File: config.mk
export PLATFORM = sky130hd
export DESIGN_NAME = tx_crc_and_rx_rate_config
export DESIGN_NICKNAME = d
export VERILOG_FILES = /design/src/rtl/crc_rate_pkg.sv /design/src/rtl/crc_preset_decode.sv /design/src/rtl/tx_crc_and_rx_rate_config.sv
export VERILOG_INCLUDE_DIRS = /design/src /design/src/rtl
export SDC_FILE = /design/constraint.sdc
export NUM_CORES = 1
export LEC_CHECK = 0
export ABC_AREA = 1
export CORE_AREA = 2 2 120 122
export CTS_CLUSTER_DIAMETER = 60
export DETAILED_ROUTE_END_ITERATION = 6
export DIE_AREA = 0 0 122 124
export DONT_BUFFER_PORTS = 1
export GPL_ROUTABILITY_DRIVEN = 1
export GPL_TIMING_DRIVEN = 0
export PLACE_DENSITY = 0.62
export SYNTH_ARGS = -nofsm -noshare
export SYNTH_HDL_FRONTEND = slang
export SYNTH_HIERARCHICAL = 1
export SYNTH_SLANG_ARGS = --single-unit
File: constraint.sdc
create_clock -name ref_clk_i -period 5.3 [get_ports ref_clk_i]
set_clock_uncertainty 0.2 [all_clocks]
set_input_delay 1.06 -clock ref_clk_i [delete_from_list [all_inputs] [get_ports ref_clk_i]]
set_output_delay 1.06 -clock ref_clk_i [all_outputs]
set_load 0.02 [all_outputs]
File: src/rtl/crc_rate_regs.svh
`ifndef CRC_RATE_REGS_SVH
`define CRC_RATE_REGS_SVH

// ------------------------------------------------------------
// register indices (byte address is four times the index)
// ------------------------------------------------------------
`define CRC_SETUP_IDX 6'h19
`define RATE_SETUP_IDX 6'h1a
`define MODE_SETUP_IDX 6'h20
`define IDX_HI 7
`define IDX_LO 2

// ------------------------------------------------------------
// transmit crc setup fields
// ------------------------------------------------------------
`define CRCS_PRESET_HI 31
`define CRCS_PRESET_LO 16
`define CRCS_SKIP_BIT 6
`define CRCS_SEL_HI 5
`define CRCS_SEL_LO 3
`define CRCS_WIDTH_BIT 2
`define CRCS_INV_BIT 1
`define CRCS_EN_BIT 0
`define CRCS_WMASK 32'hffff_007f
`define CRCS_RESET 32'h0000_0000

// ------------------------------------------------------------
// preset selector codes and start values
// ------------------------------------------------------------
`define SEL_ZERO 3'h0
`define SEL_6363 3'h1
`define SEL_A671 3'h2
`define SEL_FFFF 3'h3
`define SEL_0012 3'h4
`define SEL_E012 3'h5
`define SEL_CUSTOM 3'h7
`define PRESET_ZERO 16'h0000
`define PRESET_6363 16'h6363
`define PRESET_A671 16'ha671
`define PRESET_FFFF 16'hffff
`define PRESET_0012 16'h0012
`define PRESET_E012 16'he012
`define LOW_BYTE_MASK 16'h00ff
`define CRC5_MASK 16'h001f

// ------------------------------------------------------------
// receive rate setup fields and codes
// ------------------------------------------------------------
`define RATE_HI 2
`define RATE_LO 0
`define RATE_MSB 2
`define RATE_WMASK 32'h0000_0007
`define RATE_RESET 3'h0
`define RATE_106 3'h4
`define RATE_424 3'h6
`define RATE_848 3'h7

// ------------------------------------------------------------
// operating mode setup fields
// ------------------------------------------------------------
`define MODE_AUTO_BIT 0
`define MODE_READER_BIT 1
`define MODE_WMASK 32'h0000_0003
`define MODE_RESET 2'h0

// ------------------------------------------------------------
// bus answers
// ------------------------------------------------------------
`define RESP_OKAY 2'h0
`define RESP_SLVERR 2'h2
`define ZERO_WORD 32'h0000_0000

`endif

File: src/rtl/crc_rate_pkg.sv
package crc_rate_pkg;

  typedef enum logic [1:0] {
    RD_IDLE = 2'b01,
    RD_RESP = 2'b10
  } rd_state_t;

  typedef enum logic [1:0] {
    WR_IDLE = 2'b01,
    WR_RESP = 2'b10
  } wr_state_t;

endpackage

File: src/rtl/crc_preset_decode.sv
`timescale 1ns/1ps
`default_nettype none
`include "crc_rate_regs.svh"

module crc_preset_decode
  import crc_rate_pkg::*;
(
  // selection
  input wire logic [2:0] sel_i,
  input wire logic [15:0] custom_i,
  input wire logic width5_i,
  // start value
  output logic [15:0] start_o
);

  logic [15:0] full_value;

  always_comb begin
    if (sel_i == `SEL_6363) begin
      full_value = `PRESET_6363;
    end else if (sel_i == `SEL_A671) begin
      full_value = `PRESET_A671;
    end else if (sel_i == `SEL_FFFF) begin
      full_value = `PRESET_FFFF;
    end else if (sel_i == `SEL_0012) begin
      full_value = `PRESET_0012;
    end else if (sel_i == `SEL_E012) begin
      full_value = `PRESET_E012;
    end else if (sel_i == `SEL_CUSTOM) begin
      full_value = custom_i;
    end else begin
      // zero code and the reserved code both start from zero
      full_value = `PRESET_ZERO;
    end
  end

  always_comb begin
    start_o = width5_i ? (full_value & `LOW_BYTE_MASK) : full_value;
  end

endmodule

`default_nettype wire

File: src/rtl/tx_crc_and_rx_rate_config.sv
// Implementation choice: the AXI4-Lite slave port.
`timescale 1ns/1ps
`default_nettype none
`include "crc_rate_regs.svh"

// How it works
// - A 16-bit software preset in bits 31:16 is the crc start value when the selector is 111b.
// - With the skip bit set, the first frame byte stays out of the crc, which starts at byte two.
// - The selector loads 0000h, 6363h, A671h, FFFFh, 0012h or E012h at frame start; 110b is spare.
// - In 5-bit crc operation only the low byte of the chosen preset is the start value.
// - Bit 2 picks a 16-bit crc when 0, the reset value, and a 5-bit crc when 1.
// - Bit 1 set sends the complement of the computed crc; clear, the reset value, sends it as is.
// - Bit 0 set makes the encoder compute and append a crc; it resets to 0.
// - The rate field reads 100 as 106 kBd, 110 as 424 kBd, 111 as 848 kBd; 000 to 011 and 101 are spare.
// - The rate field's top bit counts only in reader mode and is ignored in every other mode.
// - With auto detection on, a detected mode writes 100 for type A or B and 110 for 424 kBd.

module tx_crc_and_rx_rate_config
  import crc_rate_pkg::*;
(
  // clock and reset
  input wire logic ref_clk_i,
  input wire logic resetn_i,
  // axi4-lite write address
  input wire logic awvalid_i,
  output logic awready_o,
  input wire logic [7:0] awaddr_i,
  input wire logic [2:0] awprot_i,
  // axi4-lite write data
  input wire logic wvalid_i,
  output logic wready_o,
  input wire logic [31:0] wdata_i,
  input wire logic [3:0] wstrb_i,
  // axi4-lite write response
  output logic bvalid_o,
  input wire logic bready_i,
  output logic [1:0] bresp_o,
  // axi4-lite read address
  input wire logic arvalid_i,
  output logic arready_o,
  input wire logic [7:0] araddr_i,
  input wire logic [2:0] arprot_i,
  // axi4-lite read data
  output logic rvalid_o,
  input wire logic rready_i,
  output logic [31:0] rdata_o,
  output logic [1:0] rresp_o,
  // transmit encoder
  input wire logic frame_start_i,
  input wire logic byte_done_i,
  input wire logic [15:0] crc_result_i,
  output logic crc_enable_o,
  output logic crc_width5_o,
  output logic crc_load_o,
  output logic [15:0] crc_start_value_o,
  output logic crc_accumulate_o,
  output logic [15:0] crc_tx_value_o,
  // mode detector
  input wire logic det_valid_i,
  input wire logic det_is_424_i,
  // receive signal processing
  output logic [2:0] rx_symbol_rate_o,
  output logic rx_rate_reserved_o
);

  // ------------------------------------------------------------
  // helpers
  // ------------------------------------------------------------
  function automatic logic [31:0] merge_bytes(input logic [31:0] old_v,
                                              input logic [31:0] new_v,
                                              input logic [3:0] strb,
                                              input logic [31:0] wmask);
    logic [31:0] res;
    res = old_v;
    for (int i = 0; i < 4; i++) begin
      if (strb[i]) begin
        res[i*8 +: 8] = new_v[i*8 +: 8];
      end
    end
    merge_bytes = res & wmask;
  endfunction

  function automatic logic [5:0] word_index(input logic [7:0] addr);
    word_index = addr[`IDX_HI:`IDX_LO];
  endfunction

  function automatic logic is_mapped(input logic [5:0] idx);
    is_mapped = (idx == `CRC_SETUP_IDX) || (idx == `RATE_SETUP_IDX) ||
                (idx == `MODE_SETUP_IDX);
  endfunction

  function automatic logic rate_defined(input logic [2:0] code);
    rate_defined = (code == `RATE_106) || (code == `RATE_424) || (code == `RATE_848);
  endfunction

  // ------------------------------------------------------------
  // declarations
  // ------------------------------------------------------------
  wr_state_t wr_state_reg, wr_state_next;
  rd_state_t rd_state_reg, rd_state_next;
  logic aw_got_reg, aw_got_next;
  logic w_got_reg, w_got_next;
  logic [7:0] waddr_reg, waddr_next;
  logic [31:0] wdata_reg, wdata_next;
  logic [3:0] wstrb_reg, wstrb_next;
  logic awready_reg, awready_next;
  logic wready_reg, wready_next;
  logic bvalid_reg, bvalid_next;
  logic [1:0] bresp_reg, bresp_next;
  logic arready_reg, arready_next;
  logic rvalid_reg, rvalid_next;
  logic [31:0] rdata_reg, rdata_next;
  logic [1:0] rresp_reg, rresp_next;
  logic commit;
  logic [5:0] commit_idx;
  logic [31:0] crc_setup_reg, crc_setup_next;
  logic [2:0] rate_reg, rate_next;
  logic [1:0] mode_reg, mode_next;
  logic [31:0] rate_merged;
  logic [31:0] mode_merged;
  logic [15:0] start_value;
  logic crc_load_reg, crc_load_next;
  logic [15:0] start_reg, start_next;
  logic accumulate_reg, accumulate_next;
  logic [15:0] tx_value_reg, tx_value_next;
  logic [2:0] rx_rate_reg, rx_rate_next;
  logic rx_reserved_reg, rx_reserved_next;
  logic [15:0] crc_masked;

  // ------------------------------------------------------------
  // write channel
  // ------------------------------------------------------------
  always_comb begin
    wr_state_next = wr_state_reg;
    aw_got_next = aw_got_reg | (awvalid_i & awready_reg);
    w_got_next = w_got_reg | (wvalid_i & wready_reg);
    waddr_next = (awvalid_i & awready_reg) ? awaddr_i : waddr_reg;
    wdata_next = (wvalid_i & wready_reg) ? wdata_i : wdata_reg;
    wstrb_next = (wvalid_i & wready_reg) ? wstrb_i : wstrb_reg;
    awready_next = awready_reg;
    wready_next = wready_reg;
    bvalid_next = bvalid_reg;
    bresp_next = bresp_reg;
    commit = 1'b0;
    commit_idx = word_index(waddr_next);
    case (wr_state_reg)
      WR_IDLE: begin
        if (aw_got_next && w_got_next) begin
          commit = 1'b1;
          wr_state_next = WR_RESP;
          aw_got_next = 1'b0;
          w_got_next = 1'b0;
          awready_next = 1'b0;
          wready_next = 1'b0;
          bvalid_next = 1'b1;
          bresp_next = is_mapped(commit_idx) ? `RESP_OKAY : `RESP_SLVERR;
        end else begin
          awready_next = ~aw_got_next;
          wready_next = ~w_got_next;
        end
      end
      WR_RESP: begin
        if (bready_i) begin
          wr_state_next = WR_IDLE;
          bvalid_next = 1'b0;
          awready_next = 1'b1;
          wready_next = 1'b1;
        end
      end
      default: begin
        wr_state_next = WR_IDLE;
      end
    endcase
  end

  always_ff @(posedge ref_clk_i or negedge resetn_i) begin
    if (!resetn_i) begin
      wr_state_reg <= WR_IDLE;
      aw_got_reg <= 1'b0;
      w_got_reg <= 1'b0;
      waddr_reg <= 8'h00;
      wdata_reg <= `ZERO_WORD;
      wstrb_reg <= 4'h0;
      awready_reg <= 1'b1;
      wready_reg <= 1'b1;
      bvalid_reg <= 1'b0;
      bresp_reg <= `RESP_OKAY;
    end else begin
      wr_state_reg <= wr_state_next;
      aw_got_reg <= aw_got_next;
      w_got_reg <= w_got_next;
      waddr_reg <= waddr_next;
      wdata_reg <= wdata_next;
      wstrb_reg <= wstrb_next;
      awready_reg <= awready_next;
      wready_reg <= wready_next;
      bvalid_reg <= bvalid_next;
      bresp_reg <= bresp_next;
    end
  end

  // ------------------------------------------------------------
  // read channel
  // ------------------------------------------------------------
  always_comb begin
    rd_state_next = rd_state_reg;
    arready_next = arready_reg;
    rvalid_next = rvalid_reg;
    rdata_next = rdata_reg;
    rresp_next = rresp_reg;
    case (rd_state_reg)
      RD_IDLE: begin
        if (arvalid_i && arready_reg) begin
          rd_state_next = RD_RESP;
          arready_next = 1'b0;
          rvalid_next = 1'b1;
          rresp_next = `RESP_OKAY;
          if (word_index(araddr_i) == `CRC_SETUP_IDX) begin
            rdata_next = crc_setup_reg;
          end else if (word_index(araddr_i) == `RATE_SETUP_IDX) begin
            rdata_next = {29'h0000_0000, rate_reg};
          end else if (word_index(araddr_i) == `MODE_SETUP_IDX) begin
            rdata_next = {30'h0000_0000, mode_reg};
          end else begin
            rdata_next = `ZERO_WORD;
            rresp_next = `RESP_SLVERR;
          end
        end
      end
      RD_RESP: begin
        if (rready_i) begin
          rd_state_next = RD_IDLE;
          arready_next = 1'b1;
          rvalid_next = 1'b0;
        end
      end
      default: begin
        rd_state_next = RD_IDLE;
      end
    endcase
  end

  always_ff @(posedge ref_clk_i or negedge resetn_i) begin
    if (!resetn_i) begin
      rd_state_reg <= RD_IDLE;
      arready_reg <= 1'b1;
      rvalid_reg <= 1'b0;
      rdata_reg <= `ZERO_WORD;
      rresp_reg <= `RESP_OKAY;
    end else begin
      rd_state_reg <= rd_state_next;
      arready_reg <= arready_next;
      rvalid_reg <= rvalid_next;
      rdata_reg <= rdata_next;
      rresp_reg <= rresp_next;
    end
  end

  // ------------------------------------------------------------
  // configuration registers
  // ------------------------------------------------------------
  always_comb begin
    crc_setup_next = crc_setup_reg;
    rate_next = rate_reg;
    mode_next = mode_reg;
    rate_merged = merge_bytes({29'h0000_0000, rate_reg}, wdata_next, wstrb_next, `RATE_WMASK);
    mode_merged = merge_bytes({30'h0000_0000, mode_reg}, wdata_next, wstrb_next, `MODE_WMASK);
    if (commit) begin
      if (commit_idx == `CRC_SETUP_IDX) begin
        crc_setup_next = merge_bytes(crc_setup_reg, wdata_next, wstrb_next,
                                     `CRCS_WMASK);
      end else if (commit_idx == `RATE_SETUP_IDX) begin
        rate_next = rate_merged[`RATE_HI:`RATE_LO];
      end else if (commit_idx == `MODE_SETUP_IDX) begin
        mode_next = mode_merged[`MODE_READER_BIT:`MODE_AUTO_BIT];
      end
    end
    // detector write lands after software so a same-cycle detection is kept
    if (det_valid_i && mode_reg[`MODE_AUTO_BIT]) begin
      rate_next = det_is_424_i ? `RATE_424 : `RATE_106;
    end
  end

  always_ff @(posedge ref_clk_i or negedge resetn_i) begin
    if (!resetn_i) begin
      crc_setup_reg <= `CRCS_RESET;
      rate_reg <= `RATE_RESET;
      mode_reg <= `MODE_RESET;
    end else begin
      crc_setup_reg <= crc_setup_next;
      rate_reg <= rate_next;
      mode_reg <= mode_next;
    end
  end

  // ------------------------------------------------------------
  // transmit encoder control
  // ------------------------------------------------------------
  crc_preset_decode u_preset (
    .sel_i(crc_setup_reg[`CRCS_SEL_HI:`CRCS_SEL_LO]),
    .custom_i(crc_setup_reg[`CRCS_PRESET_HI:`CRCS_PRESET_LO]),
    .width5_i(crc_setup_reg[`CRCS_WIDTH_BIT]),
    .start_o(start_value)
  );

  always_comb begin
    crc_load_next = 1'b0;
    start_next = start_reg;
    accumulate_next = accumulate_reg;
    // start value is frozen per frame so mid-frame writes cannot corrupt it
    if (frame_start_i) begin
      crc_load_next = crc_setup_reg[`CRCS_EN_BIT];
      start_next = start_value;
      accumulate_next = crc_setup_reg[`CRCS_EN_BIT] &
                        ~crc_setup_reg[`CRCS_SKIP_BIT];
    end else if (byte_done_i) begin
      accumulate_next = crc_setup_reg[`CRCS_EN_BIT];
    end
    crc_masked = crc_setup_reg[`CRCS_WIDTH_BIT] ? (crc_result_i & `CRC5_MASK)
                                                : crc_result_i;
    if (crc_setup_reg[`CRCS_INV_BIT]) begin
      tx_value_next = crc_setup_reg[`CRCS_WIDTH_BIT] ? (~crc_result_i & `CRC5_MASK)
                                                     : ~crc_result_i;
    end else begin
      tx_value_next = crc_masked;
    end
  end

  always_ff @(posedge ref_clk_i or negedge resetn_i) begin
    if (!resetn_i) begin
      crc_load_reg <= 1'b0;
      start_reg <= `PRESET_ZERO;
      accumulate_reg <= 1'b0;
      tx_value_reg <= `PRESET_ZERO;
    end else begin
      crc_load_reg <= crc_load_next;
      start_reg <= start_next;
      accumulate_reg <= accumulate_next;
      tx_value_reg <= tx_value_next;
    end
  end

  // ------------------------------------------------------------
  // receive rate
  // ------------------------------------------------------------
  always_comb begin
    rx_rate_next = rate_reg;
    if (!mode_reg[`MODE_READER_BIT]) begin
      rx_rate_next[`RATE_MSB] = 1'b0;
    end
    rx_reserved_next = ~rate_defined(rx_rate_next);
  end

  always_ff @(posedge ref_clk_i or negedge resetn_i) begin
    if (!resetn_i) begin
      rx_rate_reg <= `RATE_RESET;
      rx_reserved_reg <= 1'b1;
    end else begin
      rx_rate_reg <= rx_rate_next;
      rx_reserved_reg <= rx_reserved_next;
    end
  end

  // ------------------------------------------------------------
  // outputs
  // ------------------------------------------------------------
  assign awready_o = awready_reg;
  assign wready_o = wready_reg;
  assign bvalid_o = bvalid_reg;
  assign bresp_o = bresp_reg;
  assign arready_o = arready_reg;
  assign rvalid_o = rvalid_reg;
  assign rdata_o = rdata_reg;
  assign rresp_o = rresp_reg;
  assign crc_enable_o = crc_setup_reg[`CRCS_EN_BIT];
  assign crc_width5_o = crc_setup_reg[`CRCS_WIDTH_BIT];
  assign crc_load_o = crc_load_reg;
  assign crc_start_value_o = start_reg;
  assign crc_accumulate_o = accumulate_reg;
  assign crc_tx_value_o = tx_value_reg;
  assign rx_symbol_rate_o = rx_rate_reg;
  assign rx_rate_reserved_o = rx_reserved_reg;

endmodule

`default_nettype wire

==> reports/qor.yml <==
finalInstanceArea_um2: 6840
cts.root.buffer_cell: "sky130_fd_sc_hd__clkbuf_16"
critical_path.endpoint_type: "output port"
ir_worst_vdd_v: 0.000296
num_vias: 4146
initial_utilization_pct: 43.6
setup_viol_count_final: 0
cts_resized: 0
drt_iter0_markers: 181
comb_power_share_pct: 22.7
path_class: "register to output port"
timing.hold.ws_ns: 0.148
worst_path_max_fanout: 6
drive_gt1_share_pct: 16.4
final_antenna_net_count: 0
slew_headroom_pct: 56.3
power-per-cell-area_nw_per_um2: 532
synth_area_leaders: "sky130_fd_sc_hd__dfrtp_1 (54%), sky130_fd_sc_hd__nand2_1 (12%), sky130_fd_sc_hd__inv_1 (4.3%)"
synthMostInstantiatedCell: "sky130_fd_sc_hd__nand2_1"
max_freq_mhz: 431
pwr-share-clk_pct: 32.2
yosys_warnings: 6
place.detailed.hpwl_um: 9680
yosysSeqAreaShare_pct: 56.2
share_seq_of_total_power_pct: 45.0
max-cap-violations: 0
grt_max_degree: 135
routed_via_density: 4.77
ys_types: 32
post-synth-top-area-fraction_pct: 53.6
finalMaxSlewViolations: 0
cts-htree-levels: 4
sw_frac_of_total_pct: 34.6
final_nets: 761
timing.final.crit_period_ns: 2.32
drt_wl_total_um: 13200
synth_edf_count: 0
timing_worst_slew_pin_value_ns: 0.648
status: "finished clean"
p_leak_nw: 3.56
place_worst_setup_slack_ns: 2.64
placeable_core_region_um2: 13700
grt_usage_pct: 18.3
hold_path_class: "input port to async pin"
die_area_um2: 15100
global_route.overflow_total: 0
crit_path_start_kind: "register"
synth_commonest_cells: "sky130_fd_sc_hd__nand2_1 (194), sky130_fd_sc_hd__dfrtp_1 (128), sky130_fd_sc_hd__inv_1 (69)"
clock_path_buffers: 2
grt_first_pass_wirelength_um: 21200
post-cts-setup-buffers: 0
io_pins: 166
final.period_utilization_pct: 43.8
cts_made_buffers: 17
cts_tree: "done"
placed_cell_area_um2: 6240
setup_slack_ns: 2.98
worst_setup_hold_path_clk_slew_ns: 0.06
netlist_instances: 647
internal_power_mw: 2.38
synth_top_cell_by_area: "sky130_fd_sc_hd__dfrtp_1"
place.port_buffers: 0
drt-wirelength-per-cell_um: 15.2
gpl.final_weighted_congestion: 0.758
synthesis.area_um2: 5980
final_hold_viol_count: 0
synth.avg_cell_area_um2: 9.24
worstPathRequired_ns: 4.04
drt_pass1_iterations: 4
antenna_violations_before_repair: 1
grt_pass1_vias: 4125
setup-tns-final_ns: 0
syn_to_final_growth_pct: 14.4
drc: 0
ys_seq_elements: 134
postSynth.asyncResetShare_pct: 100
layout.filler_cells: 1312
p_switching_mw: 1.26
die_width_um: 122
post_cts_hold_buffer_count: 0
num_rows: 43
insertion_delay_ns: 0.41
rsz0062_at_grt: "false"
dieHeight_um: 124
num_antenna_cells: 0
worst-endpoint-arrival_ns: 1.06
synth_flop_cell: "sky130_fd_sc_hd__dfrtp_1"
clkSinkCount: 134
-- logic make-up (layout without fill, tap and decap cells) --
group | count (synthesis) | in the layout | share of synthesized area, %
simple gates | 308 | 308 | 23.7
compound gates | 92 | 92 | 11.0
xor+xnor | 5 | 5 | 0.733
other cells | 1 | 11 | 0.0627
buf+inv | 107 | 139 | 8.27
flops | 134 | 134 | 56.2
-- through the flow --
stage / total power, mW / instances / util, %
after floorplan: 2.28 / 657 / -
after global placement: 2.45 / 837 / 45.5
after detailed placement: 2.49 / 837 / 45.5
after CTS: 3.68 / 869 / 49.8
after global routing: 3.87 / 869 / 49.8
final: 3.64 / 869 / 49.8
-- routing by layer --
metal | up-vias | part of all wire [%] | global-route usage, %
met1 | 1952 | 43 | 22.1
met4 | 0 | 0.59 | 4.96
met2 | 111 | 47 | 29.4
met3 | 7 | 9.5 | 8.65
met5 | - | 0 | 0
li1 | 2076 | - | -
-- final timing paths --
check,end,cells past startpoint,startpoint,slack (ns)
setup / recovery,awready_o,0,awready_o,2.98
hold / removal,crc_tx_value_o[3],0,resetn_i,0.15
setup reg to reg,rdata_o[2],5,arready_o,3.10
hold reg to reg,rx_symbol_rate_o[0],0,rate_reg[0],0.21
max in group asynchronous,rdata_o[16],0,resetn_i,4.56
min in group ref_clk_i,rx_symbol_rate_o[0],0,rate_reg[0],0.21
-- final cells by class --
cell class / count / area (um2) / area share (%)
buffer: 34 / 220 / 3.22
clock buffer: 25 / 505 / 7.39
clock inverter: 7 / 92.6 / 1.35
inverter: 73 / 274 / 4.01
multi-input combinational: 416 / 2160 / 31.6
sequential: 134 / 3360 / 49.1
tap: 180 / 225 / 3.29
-- placed cells by master (no fill, tap or decap), drive strengths merged --
cell      instances
bufinv            2
buf              23
nor2             37
dfrtp           128
and2             20
clkinvlp          3
or2               2
dfstp             6
nor3              1
xor2              5
clkbuf           36
nand3            35
nand3b            1
a21oi            18
a22o             19
o21ai            43
o211ai            1
nand4             5
inv              72
nand2           207
conb             11
clkinv            3
o21bai           11
-- power groups by stage --
stage               logic, mW  registers (mW)  clock network [mW]
floorplan               0.693            1.59                   0
global placement        0.808            1.65                   0
detailed placement      0.831            1.66                   0
CTS                     0.837            1.64                1.20
global route            0.950            1.67                1.25
finish                  0.826            1.64                1.17
-- worst reg2reg max path, cell delays in order (launching register included) --
cell,delay (ns)
sky130_fd_sc_hd__dfstp_2,0.60
sky130_fd_sc_hd__nand4_1,0.42
sky130_fd_sc_hd__nor2_1,0.40
sky130_fd_sc_hd__buf_2,0.30
sky130_fd_sc_hd__nand2_1,0.08
sky130_fd_sc_hd__o211ai_1,0.10
Note: power is estimated with default switching activity, not from simulation.
